--- src/hw/port_b_serial_pin_mux_pkg.sv ---
// Constants for the upper port pin multiplexer
package port_b_serial_pin_mux_pkg;
   localparam logic [1:0] ADDR_DATA = 2'h0;
   localparam logic [1:0] ADDR_DIRECTION = 2'h1;
   localparam logic [1:0] ADDR_PULLDOWN_INHIBIT = 2'h2;
   localparam logic [1:0] ADDR_SERIAL_CONTROL = 2'h3;
   localparam int SHARED_PINS = 3;
   localparam int PIN_OUT = 0;
   localparam int PIN_IN = 1;
   localparam int PIN_CLOCK = 2;
   localparam int SERIAL_ENABLE_POS = 0;
   localparam int MASTER_SELECT_POS = 1;
   localparam logic [2:0] DIRECTION_RESET = 3'h0;
   localparam logic [2:0] INHIBIT_RESET = 3'h0;
   localparam logic [2:0] DATA_RESET = 3'h0;
   localparam logic [1:0] CONTROL_RESET = 2'h0;
endpackage
--- src/hw/port_b_serial_pin_mux.sv ---
// Pin multiplexer for three port pins shared with a simple serial interface
`timescale 1ns/100ps
module port_b_serial_pin_mux (
   // Clock and reset
   input wire logic clock,
   input wire logic rst,
   input wire logic clockEnable,
   // Register port
   input wire logic [1:0] address,
   input wire logic [7:0] writeData,
   input wire logic writeStrobe,
   input wire logic readStrobe,
   output logic [7:0] readData,
   // Option bit
   input wire logic globalPulldownDisable,
   // Serial shifter side
   input wire logic serialDataOutShift,
   input wire logic serialClockGenerated,
   output logic serialDataInShift,
   output logic serialClockIn,
   output logic serialEnableBit,
   output logic masterSelectBit,
   // Pins: index 0 pin five, 1 pin six, 2 pin seven
   input wire logic [2:0] pinIn,
   output logic [2:0] pinOut,
   output logic [2:0] pinOe,
   output logic [2:0] pulldownOn
);
   logic [2:0] direction;
   logic [2:0] inhibit;
   logic [2:0] dataLatch;
   logic [1:0] control;
   logic [2:0] readValue;
   logic [7:0] next_readData;

   assign serialEnableBit = control[port_b_serial_pin_mux_pkg::SERIAL_ENABLE_POS];
   assign masterSelectBit = control[port_b_serial_pin_mux_pkg::MASTER_SELECT_POS];

   // Direction register
   always_ff @(posedge clock) begin
      if (rst) begin
         direction <= port_b_serial_pin_mux_pkg::DIRECTION_RESET;
      end else if (clockEnable && writeStrobe &&
                   address == port_b_serial_pin_mux_pkg::ADDR_DIRECTION) begin
         direction <= writeData[2:0];
      end
   end

   // Data latch
   always_ff @(posedge clock) begin
      if (rst) begin
         dataLatch <= port_b_serial_pin_mux_pkg::DATA_RESET;
      end else if (clockEnable && writeStrobe &&
                   address == port_b_serial_pin_mux_pkg::ADDR_DATA) begin
         dataLatch <= writeData[2:0];
      end
   end

   // Pulldown inhibit
   always_ff @(posedge clock) begin
      if (rst) begin
         inhibit <= port_b_serial_pin_mux_pkg::INHIBIT_RESET;
      end else if (clockEnable && writeStrobe &&
                   address == port_b_serial_pin_mux_pkg::ADDR_PULLDOWN_INHIBIT) begin
         inhibit <= writeData[2:0];
      end
   end

   // Serial control
   always_ff @(posedge clock) begin
      if (rst) begin
         control <= port_b_serial_pin_mux_pkg::CONTROL_RESET;
      end else if (clockEnable && writeStrobe &&
                   address == port_b_serial_pin_mux_pkg::ADDR_SERIAL_CONTROL) begin
         control <= writeData[1:0];
      end
   end

   // Pin routing
   always_comb begin
      pinOut = dataLatch;
      pinOe = direction;
      pulldownOn = ~direction & ~inhibit & {3{~globalPulldownDisable}};
      if (serialEnableBit) begin
         pinOut[port_b_serial_pin_mux_pkg::PIN_OUT] = serialDataOutShift;
         pinOe[port_b_serial_pin_mux_pkg::PIN_OUT] = 1'b1;
         pinOut[port_b_serial_pin_mux_pkg::PIN_IN] = 1'b0;
         pinOe[port_b_serial_pin_mux_pkg::PIN_IN] = 1'b0;
         pinOut[port_b_serial_pin_mux_pkg::PIN_CLOCK] =
            masterSelectBit ? serialClockGenerated : 1'b0;
         pinOe[port_b_serial_pin_mux_pkg::PIN_CLOCK] = masterSelectBit;
         pulldownOn = 3'h0;
      end
   end

   // Shifter inputs
   assign serialDataInShift = serialEnableBit & pinIn[port_b_serial_pin_mux_pkg::PIN_IN];
   assign serialClockIn = (serialEnableBit && !masterSelectBit) ?
      pinIn[port_b_serial_pin_mux_pkg::PIN_CLOCK] : 1'b0;

   // Read value per pin
   always_comb begin
      readValue = (direction & dataLatch) | (~direction & pinIn);
      next_readData = 8'h00;
      case (address)
         port_b_serial_pin_mux_pkg::ADDR_DATA: begin
            next_readData = {5'h00, readValue};
         end
         port_b_serial_pin_mux_pkg::ADDR_DIRECTION: begin
            next_readData = {5'h00, direction};
         end
         port_b_serial_pin_mux_pkg::ADDR_PULLDOWN_INHIBIT: begin
            next_readData = {5'h00, inhibit};
         end
         port_b_serial_pin_mux_pkg::ADDR_SERIAL_CONTROL: begin
            next_readData = {6'h00, control};
         end
         default: begin
            next_readData = 8'h00;
         end
      endcase
   end

   // Read data valid in the cycle after an enabled read strobe, held while clockEnable is low
   always_ff @(posedge clock) begin
      if (rst) begin
         readData <= 8'h00;
      end else if (clockEnable) begin
         readData <= readStrobe ? next_readData : 8'h00;
      end
   end

   // Serial ownership of the pins
   chk_data_out_drive: assert property (@(posedge clock) disable iff (rst)
      serialEnableBit |->
      pinOe[0] && pinOut[0] == serialDataOutShift && !pulldownOn[0])
      else $error("data-out pin not driven by shifter");

   chk_data_in_release: assert property (@(posedge clock) disable iff (rst)
      serialEnableBit |->
      !pinOe[1] && !pulldownOn[1] && serialDataInShift == pinIn[1])
      else $error("data-in pin not released");

   chk_clock_master: assert property (@(posedge clock) disable iff (rst)
      serialEnableBit && masterSelectBit |->
      pinOe[2] && pinOut[2] == serialClockGenerated && !pulldownOn[2])
      else $error("clock pin not driven in master mode");

   chk_clock_slave: assert property (@(posedge clock) disable iff (rst)
      serialEnableBit && !masterSelectBit |->
      !pinOe[2] && serialClockIn == pinIn[2] && !pulldownOn[2])
      else $error("clock pin not released in slave mode");

   chk_serial_no_pull: assert property (@(posedge clock) disable iff (rst)
      serialEnableBit |->
      pulldownOn == 3'h0)
      else $error("pulldown on under serial control");

   chk_data_in_idle: assert property (@(posedge clock) disable iff (rst)
      !serialEnableBit |->
      serialDataInShift == 1'b0)
      else $error("shifter input not quiet");

   chk_clock_in_idle: assert property (@(posedge clock) disable iff (rst)
      !(serialEnableBit && !masterSelectBit) |->
      serialClockIn == 1'b0)
      else $error("shift clock input not quiet");

   // Port control and pulldown rules with the serial interface off, and the driven-pin and global pulldown rules in every mode
   chk_idle_pins: assert property (@(posedge clock) disable iff (rst)
      !serialEnableBit |->
      pinOe == direction && pinOut == dataLatch)
      else $error("pins not under port control");

   chk_pulldown_rule: assert property (@(posedge clock) disable iff (rst)
      !serialEnableBit |->
      pulldownOn == (~direction & ~inhibit & {3{~globalPulldownDisable}}))
      else $error("pulldown state wrong");

   chk_output_no_pull: assert property (@(posedge clock) disable iff (rst)
      1'b1 |->
      (pinOe & pulldownOn) == 3'h0)
      else $error("pulldown on at driven pin");

   chk_pull_global: assert property (@(posedge clock) disable iff (rst)
      globalPulldownDisable |->
      pulldownOn == 3'h0)
      else $error("pulldown on while globally disabled");

   chk_pull_inhibit: assert property (@(posedge clock) disable iff (rst)
      !serialEnableBit |->
      (pulldownOn & inhibit) == 3'h0)
      else $error("pulldown on at inhibited pin");

   // Register writes
   chk_latch_write: assert property (@(posedge clock) disable iff (rst)
      clockEnable && writeStrobe &&
      address == port_b_serial_pin_mux_pkg::ADDR_DATA |=>
      dataLatch == $past(writeData[2:0]))
      else $error("data write lost");

   chk_direction_write: assert property (@(posedge clock) disable iff (rst)
      clockEnable && writeStrobe &&
      address == port_b_serial_pin_mux_pkg::ADDR_DIRECTION |=>
      direction == $past(writeData[2:0]))
      else $error("direction write lost");

   chk_inhibit_write: assert property (@(posedge clock) disable iff (rst)
      clockEnable && writeStrobe &&
      address == port_b_serial_pin_mux_pkg::ADDR_PULLDOWN_INHIBIT |=>
      inhibit == $past(writeData[2:0]))
      else $error("inhibit write lost");

   chk_control_write: assert property (@(posedge clock) disable iff (rst)
      clockEnable && writeStrobe &&
      address == port_b_serial_pin_mux_pkg::ADDR_SERIAL_CONTROL |=>
      control == $past(writeData[1:0]))
      else $error("control write lost");

   chk_serial_dir_write: assert property (@(posedge clock) disable iff (rst)
      serialEnableBit && clockEnable && writeStrobe &&
      address == port_b_serial_pin_mux_pkg::ADDR_DIRECTION |=>
      $stable(control))
      else $error("direction write disturbed serial control");

   // Clock enable freeze
   chk_freeze_direction: assert property (@(posedge clock) disable iff (rst)
      !clockEnable |=>
      $stable(direction))
      else $error("direction moved while frozen");

   chk_freeze_latch: assert property (@(posedge clock) disable iff (rst)
      !clockEnable |=>
      $stable(dataLatch))
      else $error("data latch moved while frozen");

   chk_freeze_inhibit: assert property (@(posedge clock) disable iff (rst)
      !clockEnable |=>
      $stable(inhibit))
      else $error("inhibit moved while frozen");

   chk_freeze_control: assert property (@(posedge clock) disable iff (rst)
      !clockEnable |=>
      $stable(control))
      else $error("control moved while frozen");

   chk_freeze_read: assert property (@(posedge clock) disable iff (rst)
      !clockEnable |=>
      $stable(readData))
      else $error("read data moved while frozen");

   // Reads
   chk_read_value: assert property (@(posedge clock) disable iff (rst)
      clockEnable && readStrobe &&
      address == port_b_serial_pin_mux_pkg::ADDR_DATA |=>
      readData[2:0] == (($past(direction) & $past(dataLatch)) |
      (~$past(direction) & $past(pinIn))))
      else $error("data read wrong");

   chk_read_direction: assert property (@(posedge clock) disable iff (rst)
      clockEnable && readStrobe &&
      address == port_b_serial_pin_mux_pkg::ADDR_DIRECTION |=>
      readData == {5'h00, $past(direction)})
      else $error("direction read wrong");

   chk_read_inhibit: assert property (@(posedge clock) disable iff (rst)
      clockEnable && readStrobe &&
      address == port_b_serial_pin_mux_pkg::ADDR_PULLDOWN_INHIBIT |=>
      readData == {5'h00, $past(inhibit)})
      else $error("inhibit read wrong");

   chk_read_control: assert property (@(posedge clock) disable iff (rst)
      clockEnable && readStrobe &&
      address == port_b_serial_pin_mux_pkg::ADDR_SERIAL_CONTROL |=>
      readData == {6'h00, $past(control)})
      else $error("control read wrong");

   chk_read_upper: assert property (@(posedge clock) disable iff (rst)
      clockEnable && readStrobe |=>
      readData[7:3] == 5'h00)
      else $error("unused read bits set");

   chk_read_idle: assert property (@(posedge clock) disable iff (rst)
      clockEnable && !readStrobe |=>
      readData == 8'h00)
      else $error("read data outside read cycle");

   // Reset state
   chk_reset_state: assert property (@(posedge clock) disable iff (rst)
      $fell(rst) |->
      direction == port_b_serial_pin_mux_pkg::DIRECTION_RESET &&
      control == port_b_serial_pin_mux_pkg::CONTROL_RESET)
      else $error("registers not cleared by reset");

   chk_reset_read: assert property (@(posedge clock) disable iff (rst)
      $fell(rst) |->
      readData == 8'h00)
      else $error("read data not cleared by reset");

   cov_master: cover property (@(posedge clock) disable iff (rst)
      serialEnableBit && masterSelectBit);
   cov_slave: cover property (@(posedge clock) disable iff (rst)
      serialEnableBit && !masterSelectBit);
   cov_release: cover property (@(posedge clock) disable iff (rst)
      serialEnableBit ##1 !serialEnableBit);
   cov_pulled: cover property (@(posedge clock) disable iff (rst)
      pulldownOn != 3'h0);
   cov_frozen: cover property (@(posedge clock) disable iff (rst)
      !clockEnable && writeStrobe);
endmodule

--- config.mk ---
export PLATFORM = sky130hd
export DESIGN_NAME = port_b_serial_pin_mux
export DESIGN_NICKNAME = d
export VERILOG_FILES = /design/src/hw/port_b_serial_pin_mux_pkg.sv /design/src/hw/port_b_serial_pin_mux.sv
export SDC_FILE = /design/constraint.sdc
export NUM_CORES = 1
export LEC_CHECK = 0
export BUFFER_PORTS_ARGS = -buffer_cell sky130_fd_sc_hd__buf_2
export CAP_MARGIN = 25
export CORE_AREA = 2 2 45 47
export DETAILED_ROUTE_END_ITERATION = 10
export DIE_AREA = 0 0 47 49
export PLACE_DENSITY = 0.86
export SLEW_MARGIN = 20
export SYNTH_ARGS = -nofsm -noshare
export SYNTH_HDL_FRONTEND = slang
export SYNTH_SLANG_ARGS = --single-unit
--- constraint.sdc ---
create_clock -name clock -period 2.6 [get_ports clock]
set_input_delay 0.65 -clock clock [delete_from_list [all_inputs] [get_ports clock]]
set_output_delay 0.65 -clock clock [all_outputs]
set_load 0.1 [all_outputs]
* Word-level counts from Yosys, hierarchy flattened *
Cells that the tools add are included.

cells by class
  bitwise logic cells = 9
  magnitude comparators = 0
  shift-type cells = 0
  equal/unequal tests = 3
  mux-type cells = 7
  reductions and logical operators = 8
  add/sub/neg operators = 0
  multipliers = 0
  divide/modulo/power cells = 0

operators by type and width
  operator            count
  $pmux 8 s4          1
  $and 3x3->3         4
  $mux 3              3
  $mux 8              1
  $logic_and 1x1->1   6
  $not 3->3           2
  $eq 2x2->1 const B  2
  $or 3x3->3          1
  $eq 2x1->1 const B  1
  $logic_not 2->1     1
  $mux 1              2
  $and 1x1->1         1
  $logic_not 1->1     1
  $not 1->1           1

storage, ports and cells
  output and inout bits = 21
  memories = 0
  bits in read-only memories = 0
  bits in writable memories = 0
  latch bits = 0
  bits of input ports = 21
  word-level logic and storage cells = 32
  register bits after elaboration = 19

* Depth between registers and ports, before layout *
  depth after elaboration = 5
  mapped depth = 6
  gate-level depth less buffers = 4

* Worst setup path before layout *
Ideal clock, no wire load.

  path kind = flip-flop to output port
  start = reg control[0]
  end = out pulldownOn[0]
  slack = -1958 ps
  arrival time = 3908 ps
  required time = 1950 ps
  path buffers = 1
  cell stages (with the launch flop) = 3
  cells stage by stage = dfxtp_1 clkbuf_1 nor4_1

between the ends
  word-level cells in the longest chain between the ends = 1

ends and longest elaborated chain
  item                      RTL line                     text
  start: declaration        port_b_serial_pin_mux.sv:32  logic [1:0] control;
  start signal: assignment  port_b_serial_pin_mux.sv:72  control <= port_b_serial_pin_mux_pkg::CONTROL_RESET;
  start signal: assignment  port_b_serial_pin_mux.sv:75  control <= writeData[1:0];
  $mux 3                    port_b_serial_pin_mux.sv:84  if (serialEnableBit) begin
  end: declaration          port_b_serial_pin_mux.sv:27  output logic [2:0] pulldownOn

Every way passes these cells.

* Worst setup path in the final report *
  start = in globalPulldownDisable
  end = out pulldownOn[1]

between the ends
  word-level cells in the longest chain between the ends = 3

ends and longest elaborated chain
  item                RTL line                     text
  start: declaration  port_b_serial_pin_mux.sv:15  input wire logic globalPulldownDisable,
  $not 1->1           port_b_serial_pin_mux.sv:83  pulldownOn = ~direction & ~inhibit & {3{~globalPulldownDisable}};
  $and 3x3->3         port_b_serial_pin_mux.sv:83
  $mux 3              port_b_serial_pin_mux.sv:84

Every way passes these cells.

==> out/results.txt <==
After detailed routing, the number of vias per cell comes to 5.125. The total setup violations reported at the end of the flow was 0. The portion of the post-synthesis area used by sequential elements was 36.13%; the critical-path maximum fanout was 3.

In this run switching power makes up 39.56% of total power. Counting instances, the worst hold path has a depth of 2. The tools report the setup TNS as 0 ns. The initial antenna violation count is 0. The initialized floorplan defines 16 standard-cell rows.

The least setup slack across all paths after layout was 0.4099 ns; the count of port buffers added during placement was 31. The synthesized instance count is 89, and the post-route non-filler standard cell count is 144. The number of setup buffers added after CTS is 0. The logs give 281.5 um^2 for the flip-flop and latch area and 0 for the number of warnings printed during yosys synthesis. Hold repair after CTS inserted 0 buffers. The worst ir drop on vdd was 0.3334 mV. Based on the critical path, the design can be clocked at up to 456.6 MHz. In this run the most critical hold path is launched from readData[2].

The die covers 2303 um^2. Standard cell core area: 1842 um^2. The area of the mapped netlist is 775.7 um^2.

For the number of global-route vias before repair, the log shows 660. For this block, the via count after detailed routing is 738. The min-delay analysis places its worst path in the category register to register. The total of fill cells in the finished design was 174. For the total of max-cap violations, the log shows 0. Detailed placement ended at an HPWL of 1.429 mm. The count of nets left with antenna violations once routing finished came out at 0. Horizontal die dimension: 47 um. For the final setup skew, the log shows 0.003995 ns.

Setup repair after global routing left no endpoint under its margin. TritonCTS built the clock tree. The logs give 0 for the number of diodes and 141 for the number of placed instances, taps included. Counting every sink on the clock net gives 14. The type of element launching the critical path was an input port. The source of the worst register-to-register timing path is direction[1]. Summed over all instances, the cell type with the most area after synthesis is dfxtp_1. By area the synthesized netlist is led by dfxtp_1 36%, mux2i_1 18%, nor2_1 6.3%, buf_4 4.8%, a32o_1 2.6%. Die extent in y: 49 um.

TritonCTS created 3 clock buffers. The maximum buffer depth of the clock tree is 2. In the final routed layout, each cell accounts on average for 12.35 um. The CTS H-tree depth was 1. Of the cells placed in the final design, the portion with a size suffix greater than 1 is 39.32%. For the maximum number of pins on one net before global-route repair, the log shows 16. The area growth from synthesis to layout was 28.55%; the net switching power of the design was 0.2000 mW. First-iteration detailed-routing DRC count: 18.

In this run the count of I/O pins placed on the die edge is 42. CTS placed an instance of clkbuf_4 at the clock tree root. Summing all multi-input logic gate instances after layout gives 481.7 um^2.

Among the stages of the critical path, the cell type that occurs most often is buf_2. The leakage component of the power is 0.5087 nW, and the portion of the clock cycle consumed by the worst path in the final layout is 84.23%. The synthesized netlist contains 32 unique library cells. For this design the ratio of total power to cell area is 506.9 nW/um^2.

The type of the setup path with the least slack was input port to output port. In this run the critical register-to-register path is captured at readData[1]. The number of pins exceeding their max-slew limit in the final report was 0; the register bit count reported by yosys was 14. The largest stage delay on the critical path was 0.46 ns; the routed wire length was 1.779 mm. The clock network is responsible for 23.7% of the overall power.

Summed over all layers, the global routing overflow is 0. After clock tree synthesis, the clock-pin slew on the worst setup and hold paths is 0.08 ns. The cell with the largest stage delay on the worst path was buf_2. The global-route wire length before repair was 2.953 mm; the minimum setup slack among reg-to-reg paths was 1.33 ns. The count of cells along the worst register-to-register path came out at 3. After detailed routing, the number of remaining DRC violations is 0. The data required time at the worst endpoint is 1.95 ns, and the number of gates given a new drive strength after cts is 0. Per report_power, the combinational group accounts for 31.5% of the total. Cell internal power was estimated by the tool at 0.3055 mW.

The worst hold path terminates at readData[2]. The run gives 0.28 ns as the clock insertion delay at the later pin of the skew report. At the worst endpoint, the arrival time is 1.54 ns.

The logs give 140 for the final-stage net count and 54.14% for the core utilization of the finished layout. In this run the biggest area consumer among cell types represents 36.13% of the synthesized area. The count of endpoints failing hold in the final timing report was 0; the post-route minimum period was 2.190 ns. The logs give 0.4001 ns for the post-placement setup slack and 0.8020 for the placer's final routability congestion estimate.

In this run the mean area of a mapped cell was 8.716 um^2. Walking the worst path, the cells encountered are buf_2 > nor4_4 > buf_2. STA classifies the critical path endpoint as an output port.

The pre-antenna-repair detailed-routing pass consisted of 4 iterations. Global routing used 17.55% of the available tracks. In this run, flip-flops and latches consume 44.8% of the power.

The flow ran to the end, and the final reports show no timing, DRC or antenna violations. Once the floorplan was initialized, standard cells occupied 42.12% of the core.
[per-layer routing]
layer,vias up,GRT usage (%),routed length (um)
met5,-,0,0
met4,0,6.944,29
met3,2,2.222,93
met2,26,27.63,848
met1,350,23.57,808
li1,360,-,-
[logic make-up (layout without fill, tap and decap cells)]
group                  Yosys count  in the layout  share of synthesized area (%)
buffers and inverters           16             40                          10.65
and+or+nand+nor                 32             32                          22.10
muxes                           16             16                          20.97
AOI/OAI and AO/OA               10             10                          9.678
other                            1              5                         0.4834
DFF                             14             14                          36.13
[worst max-delay path: cells and delay by family]
family / cells / cell delay, ns
simple gates: 1 / 0.27
buf+inv: 2 / 0.61
[placed cells by master (no fill, tap or decap), drive strengths merged, types with 2 or more instances in the layout]
cell    count
a21oi       2
a32o        2
buf        31
clkbuf      3
conb        5
dfxtp      14
inv         6
mux2        2
mux2i      14
nand2       2
nand3       2
nand4       2
nor2       14
nor2b       2
nor4        3
o21ai       2
[cells in the mapped netlist]
cell type,count
dfxtp_1,14
mux2i_1,14
nor2_1,13
buf_4,5
inv_1,5
buf_2,3
nor4_1,3
a21oi_1,2
a32o_1,2
clkbuf_1,2
nand3_1,2
nand4_1,2
nor2b_1,2
o21ai_0,2
a2111oi_1,1
a211oi_1,1
a311oi_1,1
a32oi_1,1
and2_1,1
and3_1,1
and3b_1,1
conb_1,1
inv_2,1
mux2_1,1
mux2_2,1
nand2_1,1
nand2_2,1
nand2b_1,1
nand4b_1,1
nor2_4,1
nor3_1,1
or2_1,1
[through the flow]
| step | total power [mW] | area, um^2 | hold slack, ns |
|---|---|---|---|
| global route | 0.5311 | 997.2 | 0.5361 |
| detailed placement | 0.3906 | 974.7 | 0.4821 |
| floorplan | 0.3670 | 845.8 | 0.4604 |
| CTS | 0.5100 | 997.2 | 0.5011 |
| global placement | 0.3885 | 974.7 | 0.4780 |
| finish | 0.5055 | 997.2 | 0.4994 |
[flip-flops by register name, summed over array words and instances (netlist names)]
| name | cells |
|---|---|
| readData | 3 |
| direction | 3 |
| control | 2 |
| inhibit | 3 |
| dataLatch | 3 |
[cell type report]
type	count	share of cell area, %
flip-flops and latches	14	28.23
clock buffers	3	2.258
inverters	6	2.258
multi-input cells	63	48.31
well taps	27	3.388
repair buffers	31	15.56
[power groups by stage]
stage	registers [mW]	logic, mW	clock network (mW)
after floorplan	0.245	0.122	0
after global placement	0.231	0.157	0
after detailed placement	0.232	0.159	0
after CTS	0.226	0.159	0.124
after global routing	0.228	0.166	0.137
final	0.226	0.159	0.120
[how the worst max path moves through the flow]
stage	endpoint	cells past startpoint	from
floorplan	pulldownOn[0]	2	control[0]
global placement	pulldownOn[1]	3	globalPulldownDisable
detailed placement	pulldownOn[1]	3	globalPulldownDisable
CTS	pulldownOn[1]	3	globalPulldownDisable
global route	pinOut[2]	3	control[0]
finish	pulldownOn[1]	3	globalPulldownDisable
No activity file was read; power rests on OpenSTA's default activity.
